<file path="config.mk">
export PLATFORM = sky130hd
export DESIGN_NAME = erit_timer
export DESIGN_NICKNAME = d
export VERILOG_FILES = /design/src/include/erit_pkg.sv /design/src/core/erit_timer.sv
export SDC_FILE = /design/constraint.sdc
export NUM_CORES = 1
export LEC_CHECK = 0
export BUFFER_PORTS_ARGS = -buffer_cell sky130_fd_sc_hd__buf_2
export CAP_MARGIN = 30
export CORE_MARGIN = 2
export CORE_UTILIZATION = 35
export CTS_CLUSTER_DIAMETER = 30
export DETAILED_ROUTE_END_ITERATION = 6
export PLACE_DENSITY = 0.68
export SYNTH_ARGS = -nofsm -noshare
export SYNTH_HDL_FRONTEND = slang
export SYNTH_SLANG_ARGS = --single-unit
</file>
<file path="constraint.sdc">
create_clock -name ref_clk_i -period 3 [get_ports ref_clk_i]
set_input_delay 0.6 -clock ref_clk_i [delete_from_list [all_inputs] [get_ports ref_clk_i]]
set_output_delay 0.6 -clock ref_clk_i [all_outputs]
set_load 0.01 [all_outputs]
</file>
<file path="src/include/erit_pkg.sv">
// Purpose: Shared constants for the eight-bit reload interval timer.
// Assumes: APB with 32-bit data, one aligned word per register.
// Notes: Register data sits in the low byte; upper bits read as zero.
package erit_pkg;
  localparam logic [11:0] OFS_MODE = 12'h000;
  localparam logic [11:0] OFS_COUNT = 12'h004;
  localparam logic [11:0] OFS_IRQ_STAT = 12'h008;
  localparam logic [11:0] OFS_IRQ_MASK = 12'h00c;
  localparam int MODE_RELOAD_BIT = 7;
  localparam int MODE_RUN_BIT = 6;
  localparam logic [2:0] MODE_RSVD_VAL = 3'h7;
  localparam logic [7:0] COUNT_RST = 8'h00;
  localparam logic [7:0] RELOAD_RST = 8'h00;
  localparam logic [7:0] COUNT_MAX = 8'hff;
  localparam logic [1:0] MODE_CTRL_RST = 2'h0;
  localparam logic [2:0] CKSEL_RST = 3'h0;
  localparam int SYS_PRESC_W = 13;
  localparam int WATCH_PRESC_W = 10;
  typedef enum logic [2:0] {
    ERIT_PWR_ACTIVE = 3'b000,
    ERIT_PWR_SLEEP = 3'b001,
    ERIT_PWR_WATCH = 3'b010,
    ERIT_PWR_SUBACTIVE = 3'b011,
    ERIT_PWR_SUBSLEEP = 3'b100,
    ERIT_PWR_STANDBY = 3'b101,
    ERIT_PWR_WAIT_STBY = 3'b110,
    ERIT_PWR_WAIT_SUB = 3'b111
  } erit_pwr_t;
endpackage

</file>
<file path="src/core/erit_timer.sv">
// Purpose: Eight-bit up-counting timer with interval and auto-reload modes behind APB.
// Assumes: Single clock; prescaler taps are free-running counters in this clock domain.
// Notes: Watch clock arrives as a one-cycle enable pulse per watch tick.
//
// Our own choices: register access over APB and the register offsets.
`timescale 1ns/1ps

// How it works
// - Mode bit 7 picks interval or reload
// - Mode bit 6 runs or stops counter
// - Mode bits 5..3 read one, ignore writes
// - Bits 2..0 pick one of eight taps
// - Counter advances by one per selected tap
// - Overflow after 0xff sets request flag
// - Flag and enable raise interrupt request
// - Interval mode wraps counter to zero
// - Load write also copies into counter
// - Reload mode reloads counter on overflow
// - Shared address: read counter, write load
// - Reset clears counter, load, mode bit
// - Power mode gates system and watch taps
// - Standby wait gates all taps, sub wait gates system taps only
module erit_timer (
  input wire logic ref_clk_i, // System clock.
  input wire logic nrst_i, // Synchronous reset, active low.
  input wire logic watch_tick_i, // One-cycle pulse per watch clock period.
  input wire logic [2:0] pwr_mode_i, // Current power mode code.
  input wire logic psel, // APB select.
  input wire logic penable, // APB enable.
  input wire logic pwrite, // APB direction.
  input wire logic [11:0] paddr, // APB byte address.
  input wire logic [31:0] pwdata, // APB write data.
  output logic [31:0] prdata, // APB read data.
  output logic pready, // APB ready.
  output logic pslverr, // APB error on unmapped address.
  output logic irq_o // Overflow interrupt request.
);
  logic [1:0] mode_ctrl_q;
  logic [2:0] cksel_q;
  logic [7:0] count_q;
  logic [7:0] reload_q;
  logic irq_stat_q;
  logic irq_mask_q;
  logic [erit_pkg::SYS_PRESC_W-1:0] sys_presc_q;
  logic [erit_pkg::WATCH_PRESC_W-1:0] watch_presc_q;
  logic [erit_pkg::SYS_PRESC_W-1:0] sys_presc_d;
  logic [erit_pkg::WATCH_PRESC_W-1:0] watch_presc_d;
  logic tap_hit;
  logic sys_ok;
  logic watch_ok;
  logic count_step;
  logic overflow;
  logic acc;
  logic wr;
  logic mapped;
  logic [7:0] mode_rd;

  assign acc = psel && penable;
  assign wr = acc && pwrite;
  assign pready = 1'b1;
  assign mapped = (paddr == erit_pkg::OFS_MODE) || (paddr == erit_pkg::OFS_COUNT) ||
                  (paddr == erit_pkg::OFS_IRQ_STAT) || (paddr == erit_pkg::OFS_IRQ_MASK);
  assign pslverr = acc && !mapped;
  assign mode_rd = {mode_ctrl_q, erit_pkg::MODE_RSVD_VAL, cksel_q};

  // Free-running prescalers; watch prescaler only moves on watch ticks.
  assign sys_presc_d = sys_presc_q + 1'b1;
  assign watch_presc_d = watch_presc_q + 1'b1;

  always_ff @(posedge ref_clk_i)
  begin
    if (!nrst_i)
    begin
      sys_presc_q <= '0;
      watch_presc_q <= '0;
    end
    else
    begin
      sys_presc_q <= sys_presc_d;
      if (watch_tick_i)
      begin
        watch_presc_q <= watch_presc_d;
      end
    end
  end

  // A tap fires when all lower prescaler bits roll over on this step.
  always_comb
  begin
    unique case (cksel_q)
      3'b000: tap_hit = &sys_presc_q[12:0];
      3'b001: tap_hit = &sys_presc_q[10:0];
      3'b010: tap_hit = &sys_presc_q[7:0];
      3'b011: tap_hit = &sys_presc_q[5:0];
      3'b100: tap_hit = &sys_presc_q[3:0];
      3'b101: tap_hit = &sys_presc_q[1:0];
      3'b110: tap_hit = watch_tick_i && (&watch_presc_q[9:0]);
      3'b111: tap_hit = watch_tick_i && (&watch_presc_q[7:0]);
    endcase
  end

  // Taps from the system prescaler count only in active and sleep.
  assign sys_ok = (pwr_mode_i == erit_pkg::ERIT_PWR_ACTIVE) ||
                  (pwr_mode_i == erit_pkg::ERIT_PWR_SLEEP);
  // Watch taps stop only in standby and in the wait leaving standby.
  assign watch_ok = (pwr_mode_i != erit_pkg::ERIT_PWR_STANDBY) &&
                    (pwr_mode_i != erit_pkg::ERIT_PWR_WAIT_STBY);
  assign count_step = mode_ctrl_q[0] && tap_hit && (cksel_q[2] && cksel_q[1] ? watch_ok : sys_ok);
  assign overflow = count_step && (count_q == erit_pkg::COUNT_MAX);

  always_ff @(posedge ref_clk_i)
  begin
    if (!nrst_i)
    begin
      mode_ctrl_q <= erit_pkg::MODE_CTRL_RST;
      cksel_q <= erit_pkg::CKSEL_RST;
    end
    else if (wr && paddr == erit_pkg::OFS_MODE)
    begin
      mode_ctrl_q <= pwdata[erit_pkg::MODE_RELOAD_BIT:erit_pkg::MODE_RUN_BIT];
      cksel_q <= pwdata[2:0];
    end
  end

  // Software is expected to stop the counter before touching settings.
  always_ff @(posedge ref_clk_i)
  begin
    if (!nrst_i)
    begin
      reload_q <= erit_pkg::RELOAD_RST;
    end
    else if (wr && paddr == erit_pkg::OFS_COUNT)
    begin
      reload_q <= pwdata[7:0];
    end
  end

  always_ff @(posedge ref_clk_i)
  begin
    if (!nrst_i)
    begin
      count_q <= erit_pkg::COUNT_RST;
    end
    else if (wr && paddr == erit_pkg::OFS_COUNT)
    begin
      count_q <= pwdata[7:0];
    end
    else if (overflow)
    begin
      count_q <= mode_ctrl_q[1] ? reload_q : erit_pkg::COUNT_RST;
    end
    else if (count_step)
    begin
      count_q <= count_q + 8'h01;
    end
  end

  // Sticky overflow flag; a new overflow wins over a clear in the same cycle.
  always_ff @(posedge ref_clk_i)
  begin
    if (!nrst_i)
    begin
      irq_stat_q <= 1'b0;
    end
    else if (overflow)
    begin
      irq_stat_q <= 1'b1;
    end
    else if (wr && paddr == erit_pkg::OFS_IRQ_STAT && pwdata[0])
    begin
      irq_stat_q <= 1'b0;
    end
  end

  always_ff @(posedge ref_clk_i)
  begin
    if (!nrst_i)
    begin
      irq_mask_q <= 1'b0;
    end
    else if (wr && paddr == erit_pkg::OFS_IRQ_MASK)
    begin
      irq_mask_q <= pwdata[0];
    end
  end

  assign irq_o = irq_stat_q && irq_mask_q;

  always_ff @(posedge ref_clk_i)
  begin
    if (!nrst_i)
    begin
      prdata <= 32'h0000_0000;
    end
    else if (psel && !penable && !pwrite)
    begin
      unique case (paddr)
        erit_pkg::OFS_MODE: prdata <= {24'h000000, mode_rd};
        erit_pkg::OFS_COUNT: prdata <= {24'h000000, count_q};
        erit_pkg::OFS_IRQ_STAT: prdata <= {31'h00000000, irq_stat_q};
        erit_pkg::OFS_IRQ_MASK: prdata <= {31'h00000000, irq_mask_q};
        default: prdata <= 32'h0000_0000;
      endcase
    end
  end
endmodule // erit_timer

</file>
=== Yosys cells after proc, flatten, opt, wreduce, memory -nomap -nowiden ===
Cells that the tools add are included.
Widths: inputs -> output; s select.

* Output and inout bits: 35
* Register bits after elaboration: 78

* Reduce and logical (&&, ||, !) cells: 38
* Eq/ne operators: 14
* $add $sub $neg: 3
* Muxes and demuxes: 9

{| class="wikitable"
|+ Operator list
! kind !! count
|-
| $mux 8 || 4
|-
| $pmux 8 s4 || 1
|-
| $eq 12x4->1 const B || 2
|-
| $logic_and 1x1->1 || 18
|-
| $reduce_and 8->1 || 2
|-
| $add 13x1->13 const B || 1
|-
| $reduce_and 13->1 || 1
|-
| $eq 12x3->1 const B || 1
|-
| $eq 3x3->1 const B || 4
|-
| $logic_not 12->1 || 1
|-
| $reduce_and 11->1 || 1
|-
| $add 10x1->10 const B || 1
|-
| $reduce_and 10->1 || 1
|-
| $add 8x1->8 const B || 1
|-
| $eq 8x8->1 const B || 1
|-
| $pmux 1 s8 || 1
|-
| $eq 3x1->1 const B || 2
|-
| $eq 3x2->1 const B || 2
|-
| $logic_not 3->1 || 2
|-
| $ne 3x3->1 const B || 2
|-
| $reduce_and 6->1 || 1
|-
| $logic_or 1x1->1 || 4
|-
| $reduce_and 4->1 || 1
|-
| $logic_not 1->1 || 3
|-
| other kinds (4) || 6
|}

=== Depth between registers and ports, before layout ===
* Word-level depth: 8
* Mapped depth: 7
* Depth with buffers taken out: 7

=== Worst setup path before layout ===
OpenSTA, ideal clock, no wires.

* Kind: input -> register
* Start: input paddr[7]
* End: register count_q[0]
* Library setup time: 0.122 ns
* Slack: 0.500 ns
* Cell stages on the path: 7
* Arrival time: 2.378 ns
* Data required time: 2.878 ns
* Cells stage by stage: or4_4 > nor4_4 > and3_1 > buf_6 > nor2b_4 > and4_4 > o311a_1

* Cells in the longest elaborated chain, start to end: 3
* Elaborated cells between the ends (all ways): 4
* Those cells by class: eq/ne: 1; mux: 1; reduce/logical: 2

{| class="wikitable"
|+ RTL lines
! what !! line !! RTL
|-
| from (decl) || erit_timer.sv:31 || <nowiki>input wire logic [11:0] paddr,</nowiki>
|-
| $eq 12x3->1 * || erit_timer.sv:144 || <nowiki>else if (wr && paddr == erit_pkg::OFS_COUNT)</nowiki>
|-
| $logic_and 1x1->1 * || erit_timer.sv:144 ||
|-
| $reduce_bool 3->1 (no source line) or $mux 8 (tied branches) || -- ||
|-
| to (signal assigned) || erit_timer.sv:142 || <nowiki>count_q <= erit_pkg::COUNT_RST;</nowiki>
|-
| to (signal assigned) || erit_timer.sv:146 || <nowiki>count_q <= pwdata[7:0];</nowiki>
|-
| to (signal assigned) || erit_timer.sv:150 || <nowiki>count_q <= mode_ctrl_q[1] ? reload_q : erit_pkg::COUNT_RST;</nowiki>
|-
| to (decl) || erit_timer.sv:40 || <nowiki>logic [7:0] count_q;</nowiki>
|}

Mark *: on every way between the ends. The rest lies on a longest branch, timed or not.
A chain may end at the register's enable or synchronous reset.

=== Worst setup path after layout ===
* Start: input paddr[1]
* End: output pslverr

* Cells in the longest elaborated chain, start to end: 6
* Elaborated cells between the ends (all ways): 9
* Those cells by class: eq/ne: 3; reduce/logical: 6

{| class="wikitable"
|+ RTL lines
! what !! line !! RTL
|-
| $eq 12x3->1 or $logic_not 12->1 (tied branches) || erit_timer.sv:61 || <nowiki>assign mapped = (paddr == erit_pkg::OFS_MODE) || (paddr == erit_pkg::OFS_COUNT) ||</nowiki>
|-
| $logic_or 1x1->1 (2 in a row) || erit_timer.sv:61 ||
|-
| $logic_or 1x1->1 * || erit_timer.sv:62 || <nowiki>(paddr == erit_pkg::OFS_IRQ_STAT) || (paddr == erit_pkg::OFS_IRQ_MASK);</nowiki>
|-
| $logic_not 1->1 * || erit_timer.sv:63 || <nowiki>assign pslverr = acc && !mapped;</nowiki>
|-
| $logic_and 1x1->1 * || erit_timer.sv:63 ||
|-
| to (decl) || erit_timer.sv:35 || <nowiki>output logic pslverr,</nowiki>
|}

Marked as above.

==> impl_metrics.env <==
export IMPL_slew_headroom_pct=52.17
export IMPL_fin_cells=481
export IMPL_dp_cells=475
export IMPL_timing_setup_tns_ns=0
export IMPL_synth_ff_type="dfxtp_1"
export IMPL_grt_most_used_layer="met2"
export IMPL_synth_area_mm2=0.002849
export IMPL_die_height_um=94.22
export IMPL_die_w_um=94.22
export IMPL_first_pass_iters=4
export IMPL_fin_worst_skew_ns=0.01076
export IMPL_ff2ff_setup_slack_ns=0.60
export IMPL_timing_setup_critical_path_class="input port to output port"
export IMPL_synthArstFlopShare_pct=0
export IMPL_worst_slack_ns=0.5871
export IMPL_numCtsBuffers=5
export IMPL_timing_fmax_mhz=414.4
export IMPL_drtAntennaViolNets=0
export IMPL_h_tree_depth=2
export IMPL_initial_core_util_pct=36.49
export IMPL_syn_to_final_growth_pct=9.662
export IMPL_place_congestion=0.8717
export IMPL_final_common_cell="dfxtp_1"
export IMPL_slew_violations=0
export IMPL_min_to="reload_q[3]$_SDFFE_PN0P_"
export IMPL_setup_viol=0
export IMPL_hold_viol=0
export IMPL_grtUsageMet1_pct=19.01
export IMPL_tritoncts="built"
export IMPL_dp_slack_ns=0.4790
export IMPL_cp_max_fo=6
export IMPL_synth_seq_area_share_pct=37.94
export IMPL_drt_iter0_markers=152
export IMPL_synth_edf_count=0
export IMPL_tightestPinTransition_ns=0.7167
export IMPL_io_pins=88
export IMPL_crit_arrival_ns=1.81
export IMPL_drc=0
export IMPL_core_area_mm2=0.007807
export IMPL_syn_avg_cell_area_um2=8.210
export IMPL_cp_data_required_time_ns=2.40
export IMPL_outcome="complete, no violations"
export IMPL_dpl_hpwl_um=4539
export IMPL_rsz0062_at_grt="no"
export IMPL_overflow=0
export IMPL_ff2ff_path_depth=7
export IMPL_total_power_uw=1217
export IMPL_use_met2_pct=23.15
export IMPL_antenna_found_initial=0
export IMPL_powerDensity_mw_per_mm2=389.4
export IMPL_vdd_drop_max_mv=0.1433
export IMPL_synth_cells=347
export IMPL_met3_usage_pct=1.846
export IMPL_start_kind="input port"
export IMPL_finalCritPeriodShare_pct=80.43
export IMPL_cp_end_kind="output port"
export IMPL_grtUsageTotal_pct=14.23
export IMPL_p_leak_uw=0.001240
export IMPL_grt_pass1_wl_um=10240
export IMPL_whs_path_depth=2
export IMPL_drv_cap=0
export IMPL_clockBufferDepth=2
export IMPL_grt_max_degree=24
export IMPL_synth_seq_cells=54
export IMPL_dieArea_mm2=0.008877
export IMPL_cts_sinks=54
export IMPL_ys_warnings_count=0
export IMPL_synth_cell_types=50
export IMPL_avgRoutedWirePerCell_um=12.88
export IMPL_r2r_start="watch_presc_q[0]$_SDFFE_PN0P_"
export IMPL_antenna_cells=0
export IMPL_grt_pass1_vias=2238
export IMPL_wirelength_um=6194
export IMPL_path_clk_slew_ns=0.09
export IMPL_vias_per_cell=5.054
export IMPL_holdBufCountCts=0
export IMPL_via_count=2431
export IMPL_clk_insertion_delay_late_ns=0.31
export IMPL_drive_gt1_share_pct=16.36
export IMPL_portBuffers=38
export IMPL_rr_endpoint="count_q[3]$_SDFFE_PN0P_"
export IMPL_hold_path_class="flip-flop to flip-flop"
export IMPL_cts_resized=0
export IMPL_rows=32
export IMPL_period_needed_ns=2.413
export IMPL_nets=436
export IMPL_post_cts_setup_buffers=0
export IMPL_cts_root_buffer_cell="clkbuf_8"
export IMPL_final_cell_mix="54 x dfxtp_1, 42 x nand2_1, 38 x nor2_1, 38 x buf_2, 30 x nand3_1"
export IMPL_hold_start="reload_q[3]$_SDFFE_PN0P_"
-- cells in the mapped netlist (all sizes together), types with 3 or more instances --
master  count  share of area [%]
a21o        3               0.79
nand4      14                3.1
buf        30                7.6
o311a       3                1.1
xnor2       9                2.8
inv         4               0.53
dfxtp      54                 38
nand2      42                5.5
nand3      30                5.3
mux2i       7                2.5
a21oi      23                4.0
o21ai       8                1.4
and4        5                1.6
a31oi       5                1.1
nor2       38                5.0
and3        4               0.88
or3         4               0.88
clkbuf     11                1.4
xor2       14                4.3
ha          3                1.3
nand2b      3               0.66
and2        5                1.1
mux2        3                1.2
-- flip-flops by register name, summed over array words and instances, names as in the netlist --
register,cells
sys_presc_q,13
watch_presc_q,10
count_q,8
prdata,8
reload_q,8
cksel_q,3
mode_ctrl_q,2
irq_mask_q,1
irq_stat_q,1
-- final cells by class --
cell class | instances | area (µm²)
multi-input cells | 271 | 1583
fillers | 795 | 4683
flip-flops and latches | 54 | 1081
clock buffers | 6 | 82.58
inverters | 4 | 15.01
repair buffers | 44 | 235.2
well taps | 102 | 127.6
-- worst max-delay path, cell delays in order --
cell and delay [ns]:
buf_2 0.09, or4_1 0.58, nor3_1 0.18, buf_4 0.17, nor2_1 0.05, buf_2 0.13
-- power breakdown --
group | internal [µW] | switching (µW) | leakage, µW
Clock | 179 | 225 | 0.0000431
Sequential | 722 | 6.27 | 0.000436
Combinational | 28.9 | 55.2 | 0.000761
-- cells by family after synthesis --
kind of cell	count (synthesis)	synth area share (%)
AOI/OAI and AO/OA	49	10.58
xor gates and xnor gates	23	7.071
adders and majority gates	3	1.318
buffers and inverters	45	9.530
DFF	54	37.94
muxes	11	4.436
other	2	0.2636
and+or+nand+nor	160	28.85
-- through the flow --
| stage | hold WS (ns) | cell area (µm²) | utilization, % |
|---|---|---|---|
| 2_1_floorplan | 0.4278 | 2935 | - |
| 3_3_place_gp | 0.4378 | 3042 | 38.96 |
| 3_5_place_dp | 0.4440 | 3042 | 38.96 |
| 4_1_cts | 0.4575 | 3124 | 40.02 |
| 5_1_grt | 0.4780 | 3124 | 40.02 |
| 6_report | 0.4561 | 3124 | 40.02 |
-- worst max-delay path by stage --
stage	startpoint	endpoint	slack, ns	cells after the start
final	paddr[1]	pslverr	0.59	6
after global routing	watch_presc_q[0]$_SDFFE_PN0P_	count_q[3]$_SDFFE_PN0P_	0.40	7
after floorplan	paddr[7]	count_q[0]$_SDFFE_PN0P_	0.50	7
after detailed placement	paddr[7]	count_q[3]$_SDFFE_PN0P_	0.48	7
after CTS	paddr[1]	pslverr	0.59	6
after global placement	paddr[7]	count_q[5]$_SDFFE_PN0P_	0.49	7
-- layer usage --
metal	wire length (µm)	share of wire [%]	up-vias
met4	101	1.6	0
li1	-	-	1227
met2	2710	44	76
met1	3011	49	1118
met3	371	6.0	10
met5	0	0	-
No activity file was read; power rests on OpenSTA's default activity.
